**src/hw/ppg_defs.svh**
```systemverilog
// Offsets, field positions, reset values and timing for the borrowed-pin GPIO bank
`ifndef PPG_DEFS_SVH
`define PPG_DEFS_SVH

`define PPG_IDX_OE          16'h4400
`define PPG_IDX_DIR         16'h4401
`define PPG_IDX_LEVEL       16'h4402
`define PPG_IDX_MUX         16'h4403
`define PPG_ADDR_OE         18'h11000
`define PPG_ADDR_DIR        18'h11004
`define PPG_ADDR_LEVEL      18'h11008
`define PPG_ADDR_MUX        18'h1100C
`define PPG_LINES           16
`define PPG_ADDR_PIN_LO     4
`define PPG_RST_OE          16'h0000
`define PPG_RST_DIR         16'h0000
`define PPG_RST_MUX         1'h1
`define PPG_MUX_GPIO        1'h0
`define PPG_CAPTURE_WAIT    2'h3

`endif

```
**src/hw/ppg_pkg.sv**
```systemverilog
// Types shared by the borrowed-pin GPIO bank
`default_nettype none
package ppg_pkg;
  typedef logic [15:0] ppg_line_t;
  typedef enum logic [2:0] {
    PPG_IDLE   = 3'b001,
    PPG_ACCESS = 3'b010,
    PPG_DONE   = 3'b100
  } ppg_bus_e;
endpackage
`default_nettype wire

```
**src/hw/ppg_sync.sv**
```systemverilog
// Two-stage synchroniser for the sixteen input pin levels
`default_nettype none
`include "ppg_defs.svh"
module ppg_sync (
  input  wire logic                  pclk,    // System clock
  input  wire logic                  presetn, // Async reset, active low
  input  wire ppg_pkg::ppg_line_t    raw,     // Pin levels from outside
  output var  ppg_pkg::ppg_line_t    synced   // Levels safe to read
);
  ppg_pkg::ppg_line_t stage1;

  // First stage feeds only the second stage
  always_ff @(posedge pclk or negedge presetn) begin
    if (!presetn) begin
      stage1 <= 16'h0000;
      synced <= 16'h0000;
    end else begin
      stage1 <= raw;
      synced <= stage1;
    end
  end
endmodule
`default_nettype wire

```
**src/hw/ppg_gpio.sv**
```systemverilog
// Borrowed-pin GPIO bank 0 with APB register access
`default_nettype none
`include "ppg_defs.svh"
module ppg_gpio (
  input  wire logic         pclk,        // System clock, 100 MHz
  input  wire logic         presetn,     // Async reset, active low
  input  wire logic         psel,        // APB select
  input  wire logic         penable,     // APB access phase
  input  wire logic         pwrite,      // APB write
  input  wire logic [17:0]  paddr,       // APB byte address
  input  wire logic [31:0]  pwdata,      // APB write data
  output logic      [31:0]  prdata,      // APB read data
  output logic              pready,      // APB ready
  output logic              pslverr,     // APB error, unmapped address
  input  wire logic [3:0]   addr_pin_i,  // External address pins 21..18 in
  output logic      [3:0]   addr_pin_o,  // External address pins 21..18 out
  output logic      [3:0]   addr_pin_oe, // High while driving address pins
  input  wire logic [11:0]  data_pin_i,  // External data pins 27..16 in
  output logic      [11:0]  data_pin_o,  // External data pins 27..16 out
  output logic      [11:0]  data_pin_oe, // High while driving data pins
  output logic              gpio_mode    // High while pins are handed to GPIO
);
  ppg_pkg::ppg_line_t output_enable;
  ppg_pkg::ppg_line_t direction;
  ppg_pkg::ppg_line_t level_out;
  ppg_pkg::ppg_line_t pin_sync;
  ppg_pkg::ppg_line_t pin_raw;
  logic               mux_sel;
  logic [1:0]         capture_cnt;
  ppg_pkg::ppg_bus_e  bus_state;
  logic               wr_now;
  logic               rd_now;
  logic               hit;

  // Map byte address onto a register, returning a one-hot hit code
  function automatic logic [3:0] decode(input logic [17:0] a);
    decode = {a == `PPG_ADDR_MUX, a == `PPG_ADDR_LEVEL, a == `PPG_ADDR_DIR, a == `PPG_ADDR_OE};
  endfunction

  // Read view of the level register: inputs show pin, outputs show written value
  function automatic ppg_pkg::ppg_line_t level_view(input ppg_pkg::ppg_line_t dir,
                                                    input ppg_pkg::ppg_line_t drv,
                                                    input ppg_pkg::ppg_line_t pin);
    level_view = (dir & drv) | (~dir & pin);
  endfunction

  // Pin bundle in line order and the bus decode strobes
  assign pin_raw = {data_pin_i, addr_pin_i};
  assign hit     = |decode(paddr);
  assign wr_now  = (bus_state == ppg_pkg::PPG_ACCESS) && pwrite && hit;
  assign rd_now  = (bus_state == ppg_pkg::PPG_ACCESS) && !pwrite;

  ppg_sync u_sync (
    .pclk    (pclk),
    .presetn (presetn),
    .raw     (pin_raw),
    .synced  (pin_sync)
  );

  // APB handshake: one wait state, pready a flop so every answer is registered
  always_ff @(posedge pclk or negedge presetn) begin
    if (!presetn) begin
      bus_state <= ppg_pkg::PPG_IDLE;
    end else begin
      case (bus_state)
        ppg_pkg::PPG_IDLE:   bus_state <= (psel && !penable) ? ppg_pkg::PPG_ACCESS : ppg_pkg::PPG_IDLE;
        ppg_pkg::PPG_ACCESS: bus_state <= ppg_pkg::PPG_DONE;
        ppg_pkg::PPG_DONE:   bus_state <= ppg_pkg::PPG_IDLE;
        default:             bus_state <= ppg_pkg::PPG_IDLE;
      endcase
    end
  end

  // Ready, error and read data, all registered
  always_ff @(posedge pclk or negedge presetn) begin
    if (!presetn) begin
      pready  <= 1'b0;
      pslverr <= 1'b0;
      prdata  <= 32'h00000000;
    end else begin
      pready  <= (bus_state == ppg_pkg::PPG_ACCESS);
      pslverr <= (bus_state == ppg_pkg::PPG_ACCESS) && !hit;
      if (rd_now) begin
        case (decode(paddr))
          4'h1:    prdata <= {16'h0000, output_enable};
          4'h2:    prdata <= {16'h0000, direction};
          4'h4:    prdata <= {16'h0000, level_view(direction, level_out, pin_sync)};
          4'h8:    prdata <= {31'h00000000, mux_sel};
          default: prdata <= 32'h00000000;
        endcase
      end
    end
  end

  // Enable, direction and mux select registers; the write lands at the edge pready rises
  always_ff @(posedge pclk or negedge presetn) begin
    if (!presetn) begin
      output_enable <= `PPG_RST_OE;
      direction     <= `PPG_RST_DIR;
      mux_sel       <= `PPG_RST_MUX;
    end else if (wr_now) begin
      if (paddr == `PPG_ADDR_OE)  output_enable <= pwdata[15:0];
      if (paddr == `PPG_ADDR_DIR) direction     <= pwdata[15:0];
      if (paddr == `PPG_ADDR_MUX) mux_sel       <= pwdata[0];
    end
  end

  // Capture counter: level register loads pin state once synchroniser has filled
  // Counter parks at its top so the capture happens once per reset
  always_ff @(posedge pclk or negedge presetn) begin
    if (!presetn) begin
      capture_cnt <= 2'h0;
    end else if (capture_cnt != `PPG_CAPTURE_WAIT) begin
      capture_cnt <= capture_cnt + 2'h1;
    end
  end

  // Level register: input lines track pin, written value held for outputs
  always_ff @(posedge pclk or negedge presetn) begin
    if (!presetn) begin
      level_out <= 16'h0000;
    end else if (capture_cnt == 2'h2) begin
      level_out <= pin_sync;
    end else if (wr_now && paddr == `PPG_ADDR_LEVEL) begin
      level_out <= level_view(direction, pwdata[15:0], pin_sync);
    end else begin
      level_out <= level_view(direction, level_out, pin_sync);
    end
  end

  // Pin drivers; no drive at all unless the mux hands the pins to GPIO
  always_ff @(posedge pclk or negedge presetn) begin
    if (!presetn) begin
      addr_pin_oe <= 4'h0;
      data_pin_oe <= 12'h000;
      addr_pin_o  <= 4'h0;
      data_pin_o  <= 12'h000;
      gpio_mode   <= 1'b0;
    end else begin
      gpio_mode   <= (mux_sel == `PPG_MUX_GPIO);
      {data_pin_oe, addr_pin_oe} <= (mux_sel == `PPG_MUX_GPIO) ? output_enable : 16'h0000;
      // Enabled input line drives its synchronised pin level back out; undefined is allowed there
      {data_pin_o, addr_pin_o}   <= level_out;
    end
  end

  // Assertions: pin drive follows enable and mux one flop late
  no_drive_off_a: assert property (@(posedge pclk) disable iff (!presetn)
    ($past(output_enable) == 16'h0000) |-> ({data_pin_oe, addr_pin_oe} == 16'h0000))
    else $error("pin driven while its enable is clear");
  line_off_a: assert property (@(posedge pclk) disable iff (!presetn)
    (({data_pin_oe, addr_pin_oe} & ~$past(output_enable)) == 16'h0000))
    else $error("line driven while its own enable is clear");
  mux_blocks_a: assert property (@(posedge pclk) disable iff (!presetn)
    $past(mux_sel) |-> ({data_pin_oe, addr_pin_oe} == 16'h0000))
    else $error("pin driven while mux not in gpio mode");
  drive_on_a: assert property (@(posedge pclk) disable iff (!presetn)
    (!mux_sel && output_enable == 16'hFFFF) |=> ({data_pin_oe, addr_pin_oe} == 16'hFFFF))
    else $error("enabled line not driven");

  // Level path: written value out to the pins, pin level back to reads
  out_level_a: assert property (@(posedge pclk) disable iff (!presetn)
    (direction == 16'hFFFF && wr_now && paddr == `PPG_ADDR_LEVEL)
    |=> ##1 ({data_pin_o, addr_pin_o} == $past(pwdata[15:0], 2)))
    else $error("written level not driven on pins");
  in_read_a: assert property (@(posedge pclk) disable iff (!presetn)
    (rd_now && paddr == `PPG_ADDR_LEVEL && direction == 16'h0000)
    |=> (prdata[15:0] == $past(pin_sync)))
    else $error("input read does not show pin level");
  in_track_a: assert property (@(posedge pclk) disable iff (!presetn)
    (direction == 16'h0000 && capture_cnt == `PPG_CAPTURE_WAIT) |=> (level_out == $past(pin_sync)))
    else $error("input line level does not track its pin");

  // Synchroniser depth; the release edge is skipped since the flops are still held there
  sync_delay_a: assert property (@(posedge pclk) disable iff (!presetn)
    presetn |-> ##2 (pin_sync == $past(pin_raw, 2)))
    else $error("pin level not two flops late");
  reset_capture_a: assert property (@(posedge pclk) disable iff (!presetn)
    (capture_cnt == 2'h2) |=> (level_out == $past(pin_sync)))
    else $error("level register missed pin capture");
  dir_reset_a: assert property (@(posedge pclk) disable iff (!presetn)
    $rose(presetn) |-> (direction == 16'h0000))
    else $error("direction not zero after reset");
  oe_write_a: assert property (@(posedge pclk) disable iff (!presetn)
    (wr_now && paddr == `PPG_ADDR_OE) |=> (output_enable == $past(pwdata[15:0])))
    else $error("enable write did not land bit for bit");

  // Bus answer shape: one wait state, single-cycle ready, error only with ready
  ready_time_a: assert property (@(posedge pclk) disable iff (!presetn)
    (psel && !penable && bus_state == ppg_pkg::PPG_IDLE) |-> ##2 pready)
    else $error("pready not on time");
  ready_pulse_a: assert property (@(posedge pclk) disable iff (!presetn)
    pready |=> !pready)
    else $error("pready held longer than one cycle");
  err_pulse_a: assert property (@(posedge pclk) disable iff (!presetn)
    pslverr |-> pready)
    else $error("error flag without ready");
  upper_zero_a: assert property (@(posedge pclk) disable iff (!presetn)
    pready |-> (prdata[31:16] == 16'h0000))
    else $error("read data upper half not zero");

  // Main scenarios
  wr_cover_c: cover property (@(posedge pclk) disable iff (!presetn) wr_now && paddr == `PPG_ADDR_LEVEL);
  rd_cover_c: cover property (@(posedge pclk) disable iff (!presetn) rd_now && paddr == `PPG_ADDR_LEVEL);
  drive_cover_c: cover property (@(posedge pclk) disable iff (!presetn) |addr_pin_oe);
  err_cover_c: cover property (@(posedge pclk) disable iff (!presetn) pslverr);
  mux_cover_c: cover property (@(posedge pclk) disable iff (!presetn) $rose(gpio_mode));
endmodule
`default_nettype wire

```
**config.mk**
```make
export PLATFORM = sky130hd
export DESIGN_NAME = ppg_gpio
export DESIGN_NICKNAME = d
export VERILOG_FILES = /design/src/hw/ppg_pkg.sv /design/src/hw/ppg_sync.sv /design/src/hw/ppg_gpio.sv
export VERILOG_INCLUDE_DIRS = /design/src /design/src/hw
export SDC_FILE = /design/constraint.sdc
export NUM_CORES = 1
export LEC_CHECK = 0
export BUFFER_PORTS_ARGS = -buffer_cell sky130_fd_sc_hd__buf_2
export CELL_PAD_IN_SITES_DETAIL_PLACEMENT = 0
export CELL_PAD_IN_SITES_GLOBAL_PLACEMENT = 2
export CORE_MARGIN = 2
export CORE_UTILIZATION = 34
export CTS_CLUSTER_DIAMETER = 120
export DETAILED_ROUTE_END_ITERATION = 12
export PLACE_DENSITY = 0.78
export SLEW_MARGIN = 20
export SYNTH_ARGS = -nofsm -noshare
export SYNTH_HDL_FRONTEND = slang
export SYNTH_SLANG_ARGS = --single-unit
```
**constraint.sdc**
```tcl
create_clock -name pclk -period 3 [get_ports pclk]
set_input_delay 0.45 -clock pclk [delete_from_list [all_inputs] [get_ports pclk]]
set_output_delay 0.45 -clock pclk [all_outputs]
set_load 0.005 [all_outputs]
```
Yosys cells after proc, flatten, opt, wreduce, memory -nomap -nowiden
Cells that the tools add are included.
Storage, ports and cells
  register bits: 153
  bits in latches: 0
  memory bits (writable): 0
  memory bits (read-only): 0
  output and inout port bits: 67
  word-level logic and storage cells: 55
  memories kept: 0
Cells by class
  $add $sub $neg: 1
  multipliers: 0
  divide/modulo/power cells: 0
  magnitude comparators: 0
  equal/unequal tests: 12
  shift-type cells: 0
  mux-type cells: 6
  bitwise gates (word level): 7
  reductions and logical operators: 13
Operators by type and width (count)
  $eq 18x17->1 const B: 4
  $pmux 16 s4: 1
  $and 16x16->16: 3
  $mux 16: 3
  $or 16x16->16: 2
  $not 16->16: 1
  $logic_and 1x1->1: 6
  $pmux 3 s2: 1
  $reduce_and 2->1: 3
  $eq 4x1->1 const B: 1
  $eq 4x2->1 const B: 1
  $eq 4x3->1 const B: 1
  $eq 4x4->1 const B: 1
  $reduce_or 4->1: 1
  $eq 3x1->1 const B: 1
  $eq 3x2->1 const B: 1
  $logic_not 1->1: 3
  $add 2x1->2 const B: 1
  $eq 2x2->1 const B: 1
  $mux 2: 1
  $ne 2x2->1 const B: 1
  $not 1->1: 1

Depth between registers and ports, before layout
  word-level depth: 6
  mapped depth: 8
  mapped depth without buffers: 5

Hierarchy
A second synthesis with hierarchy kept.
Unflattened totals
  cell total of the unflattened synthesis: 422
  area, all modules: 5482.8 µm²
Modules (own cells, without submodules)
  ppg_gpio: times used 1, cells an instance 390, area each 4682.0 µm², seq. area each 2630.0 µm²
  ppg_sync: times used 1, cells an instance 32, area each 800.8 µm², seq. area each 800.8 µm²

Worst setup path after synthesis
OpenSTA, ideal clock, no wires.
  path type: input to register
  from: in paddr[7]
  to: reg direction[10]
  library setup time: 127 ps
  arrival time: 2602 ps
  required time: 2873 ps
  slack: 270 ps
  cell stages on the path: 7
  buffers on the path: 3
  path through: or4_1 > clkbuf_1 > or4_1 > buf_2 > nor4_4 > buf_6 > mux2_1
Between the ends
  longest elaborated chain between the ends: 4
RTL lines
  start, declared: line ppg_gpio.sv:10  | input wire logic [17:0] paddr,
  $eq 18x17->1 (no line)
  $reduce_or 4->1: line ppg_gpio.sv:49  | assign hit = |decode(paddr);
  $logic_and 1x1->1: line ppg_gpio.sv:50  | assign wr_now = (bus_state == ppg_pkg::PPG_ACCESS) && pwrite && hit;
  $reduce_and 2->1 (no line) *
  end signal, assigned: line ppg_gpio.sv:99  | direction <= `PPG_RST_DIR;
  end signal, assigned: line ppg_gpio.sv:103  | if (paddr == `PPG_ADDR_DIR) direction <= pwdata[15:0];
  end, declared: line ppg_gpio.sv:24  | ppg_pkg::ppg_line_t direction;
Every way passes the cells marked *; elsewhere a longest branch is shown, timed or not.
A chain may end at the register's enable or synchronous reset.

Final worst setup path
  from: reg bus_state[2]
  to: reg direction[8]
Between the ends
  longest elaborated chain between the ends: 4
RTL lines
  start, declared: line ppg_gpio.sv:30  | ppg_pkg::ppg_bus_e bus_state;
  start signal, assigned: line ppg_gpio.sv:63  | bus_state <= ppg_pkg::PPG_IDLE;
  start signal, assigned: line ppg_gpio.sv:66  | ppg_pkg::PPG_IDLE: bus_state <= (psel && !penable) ? ppg_pkg::PPG_ACCESS : ppg_pkg::PPG_IDLE;
  start signal, assigned: line ppg_gpio.sv:67  | ppg_pkg::PPG_ACCESS: bus_state <= ppg_pkg::PPG_DONE;
  $eq 3x2->1: line ppg_gpio.sv:50
  $logic_and 1x1->1 (2 in series): line ppg_gpio.sv:50
  $reduce_and 2->1 (no line)
No other way between the ends.

==> metrics.cfg <==
[routing]
detailedRoute.firstIterationViolations=245
wirelength_mm=14.7
detail-route-antenna-nets=0
drcViolationCount=0
routed_wire_length_per_instance_um=18.9
detail_route.first_pass.iterations=4
via_count=3923
viasPerCell=5.03

[timing]
min_period_ns=2.58
max_clock_freq_ghz=0.387
share_of_the_cycle_needed_by_the_critical_path_after_routing=0.860
finalHoldViolations=0
max_slew.worst_pin.slew_ns=0.844
setup_tns_ns=0
report.final.setup_viol=0
final_max_slew_viol_count=0
slew_headroom=0.437
finalClockSkew_ns=0.00636
rsz_0062_raised_after_global_routing=false

[clocking]
worst_skew_pair.late_latency_ns=0.42
cts_max_path_buffers=2
ctsHtreeMaxLevel=4
clk_pin_slew_worst_paths_ns=0.06
post-cts-setup-buffer-count=0
tritoncts_clock_tree=built
cts_hold_buf=0
cts_sinks=137
root_buffer=sky130_fd_sc_hd__clkbuf_16
cts_made_buffers=17
ctsResizeCount=0

[die]
io_pins=138
die-area_mm2=0.0171
die_w_um=131
core_area_mm2=0.0158
die_height_um=131
floorplan.initialDensity=0.346
core.rowCount=46

[final_layout]
final_layout_size_suffix_gt1_frac=0.340
final_core_utilization=0.433
final_cell_mix=sky130_fd_sc_hd__dfrtp_1, sky130_fd_sc_hd__buf_2, sky130_fd_sc_hd__o21ai_0
final_standard_cell_area_without_fillers_mm2=0.00685
num-nets-final=625
syn_to_final_growth_pct=25.2
layout.cells.most_common=sky130_fd_sc_hd__dfrtp_1
diodes=0

[yosys]
number_of_distinct_standard_cells_referenced_by_the_synthesized_netlist=36
seq_area_frac_synth=0.627
synth.ff_latch_count=137
synthesis.instances=434
synth_area_mm2=0.00547
synth_warn=0
postSynthAreaPerCell_um2=12.6

[worst_setup_path]
worst_setup_path_start_kind=flop
critical_path.max_fanout=10
worst_path_dominant_cell_family=simple AND/OR/NAND/NOR gates
setup.worst_path.class=reg -> reg
critical-path-slowest-cell=sky130_fd_sc_hd__or4_1
largest_stage_delay_on_the_critical_path_ns=0.65
worst_ep_arrival_time_ns=2.88
crit_required_ns=3.30
cp_num_buf_inv=1
worst_setup_path_end_kind=flop
sequence_of_cells_on_the_critical_path=or4bb_1 > or4_1 > nor4_4 > buf_4 > mux2_1

[power]
power.share.sequential=0.483
p_switching_mw=0.909
power.share.combinational=0.040
cellLeakagePower_nw=3.19
power.switching_fraction=0.228
powerDensity_mw_per_mm2=582
share_clk_of_total_power=0.477
power.internal_mw=3.07
irDropWorstVdd_mv=0.402
finalPower_mw=3.98

[placed_design]
routabilityCongestion=0.809
placement.cell_area_mm2=0.00631
io_buffer_count=105
hpwlAfterDp_mm=9.66

[global_routing]
grt_antenna_before_repair=0
grt_pass1_wl_mm=23.0
first_global_vias=4027
grt_overflow_total=0
grt_max_degree=72
grtUsageTotal=0.183

[run_status]
outcome=finished, final reports clean

[flow_run]
maxCapViolCount=0

[worst_hold_path]
timing.hold.worst.class=in -> async

## flip-flops by register name, indices dropped and copies added, names as in the netlist, 2 cells and up
| register | cells |
|---|---|
| capture_cnt | 2 |
| direction | 16 |
| addr_pin_o | 4 |
| level_out | 16 |
| output_enable | 16 |
| addr_pin_oe | 4 |
| data_pin_oe | 12 |
| u_sync.synced | 16 |
| data_pin_o | 12 |
| bus_state | 3 |
| u_sync.stage1 | 16 |
| prdata | 16 |
## power groups by stage
stage / sequential (mW) / combinational [mW] / clock (mW)
floorplan: 1.95 / 0.0626 / 0
global placement: 1.95 / 0.158 / 0
detailed placement: 1.95 / 0.162 / 0
CTS: 1.92 / 0.163 / 1.95
global route: 1.92 / 0.180 / 2.03
finish: 1.92 / 0.160 / 1.90
## cell type report
type	instances	area, um^2
tap	216	270
sequential	137	3430
inverter	24	90.1
clock inverter	10	70.1
timing repair buffer	128	717
clock buffer	21	470
fill	1496	8980
multi-input combinational	244	1800
## metal layers
| layer | track usage | share of wire | up-vias |
|---|---|---|---|
| met5 | 0 | 0 | - |
| met4 | 0.0864 | 0.026 | 0 |
| met3 | 0.0489 | 0.059 | 33 |
| met2 | 0.286 | 0.48 | 154 |
| met1 | 0.237 | 0.43 | 1942 |
| li1 | - | - | 1794 |
## Yosys cell counts
| cell type | n | area [um^2] |
|---|---|---|
| sky130_fd_sc_hd__inv_1 | 24 | 90.1 |
| sky130_fd_sc_hd__dfstp_2 | 2 | 52.6 |
| sky130_fd_sc_hd__dfrtp_1 | 135 | 3380 |
| sky130_fd_sc_hd__nor4_1 | 5 | 31.3 |
| sky130_fd_sc_hd__or4b_1 | 1 | 10.0 |
| sky130_fd_sc_hd__nor3_1 | 15 | 75.1 |
| sky130_fd_sc_hd__nand3_1 | 4 | 20.0 |
| sky130_fd_sc_hd__mux2i_1 | 16 | 160 |
| sky130_fd_sc_hd__nor4_4 | 1 | 21.3 |
| sky130_fd_sc_hd__a21oi_1 | 32 | 160 |
| sky130_fd_sc_hd__nor2b_1 | 16 | 100 |
| sky130_fd_sc_hd__and4b_1 | 1 | 10.0 |
| sky130_fd_sc_hd__mux2_1 | 11 | 124 |
| sky130_fd_sc_hd__a311oi_1 | 16 | 140 |
| sky130_fd_sc_hd__clkbuf_1 | 23 | 86.3 |
| sky130_fd_sc_hd__nand2_1 | 4 | 15.0 |
| sky130_fd_sc_hd__a211oi_1 | 1 | 7.51 |
| sky130_fd_sc_hd__nor4_2 | 1 | 12.5 |
| sky130_fd_sc_hd__or4b_2 | 2 | 20.0 |
| sky130_fd_sc_hd__nor4b_1 | 1 | 8.76 |
| sky130_fd_sc_hd__xnor2_1 | 1 | 8.76 |
| sky130_fd_sc_hd__or3b_2 | 1 | 8.76 |
| sky130_fd_sc_hd__mux2_2 | 21 | 236 |
| sky130_fd_sc_hd__buf_4 | 17 | 128 |
| sky130_fd_sc_hd__buf_2 | 3 | 15.0 |
| sky130_fd_sc_hd__nor2_1 | 7 | 26.3 |
| sky130_fd_sc_hd__or4_1 | 3 | 22.5 |
| sky130_fd_sc_hd__o21ai_0 | 34 | 170 |
| sky130_fd_sc_hd__conb_1 | 1 | 3.75 |
| sky130_fd_sc_hd__mux4_2 | 1 | 22.5 |
| sky130_fd_sc_hd__a32oi_1 | 28 | 245 |
| sky130_fd_sc_hd__nand2b_1 | 1 | 6.26 |
| sky130_fd_sc_hd__or4bb_1 | 1 | 11.3 |
| sky130_fd_sc_hd__buf_6 | 1 | 11.3 |
| sky130_fd_sc_hd__ha_1 | 2 | 25.0 |
| sky130_fd_sc_hd__a31oi_1 | 1 | 6.26 |
## logic make-up (layout without fill, tap and decap cells)
kind of cell	after synthesis	after routing	share of synthesized area
other	1	16	0.000686
multiplexers	49	49	0.0993
XOR/XNOR	1	1	0.00160
adder cells (fa/ha/maj)	2	2	0.00457
AND/OR/NAND/NOR	64	64	0.0730
buffers and inverters	68	183	0.0604
flip-flops	137	137	0.627
AO/OA/AOI/OAI	112	112	0.133
## metrics by stage
step	cells	hold WS (ns)	setup slack (ns)
floorplan	449	0.154	0.270
global placement	749	0.333	0.293
detailed placement	749	0.335	0.267
CTS	780	0.0337	0.413
global route	780	0.0645	0.350
finish	780	0.0148	0.419
## worst paths after layout
| path | to | from | cells past startpoint | slack (ns) |
|---|---|---|---|---|
| worst max-delay path | direction[8]$_DFFE_PN0P_ | bus_state[2]$_DFF_PN0_ | 5 | 0.42 |
| max in group asynchronous | level_out[3]$_DFF_PN0_ | presetn | 2 | 2.20 |
| worst max register to register | direction[8]$_DFFE_PN0P_ | bus_state[2]$_DFF_PN0_ | 5 | 0.42 |
| worst min register to register | u_sync.synced[7]$_DFF_PN0_ | u_sync.stage1[7]$_DFF_PN0_ | 0 | 0.35 |
| worst min-delay path | level_out[10]$_DFF_PN0_ | presetn | 1 | 0.01 |
| min in group pclk | u_sync.stage1[12]$_DFF_PN0_ | data_pin_i[8] | 1 | 0.13 |
No activity file was read; power rests on OpenSTA's default activity.
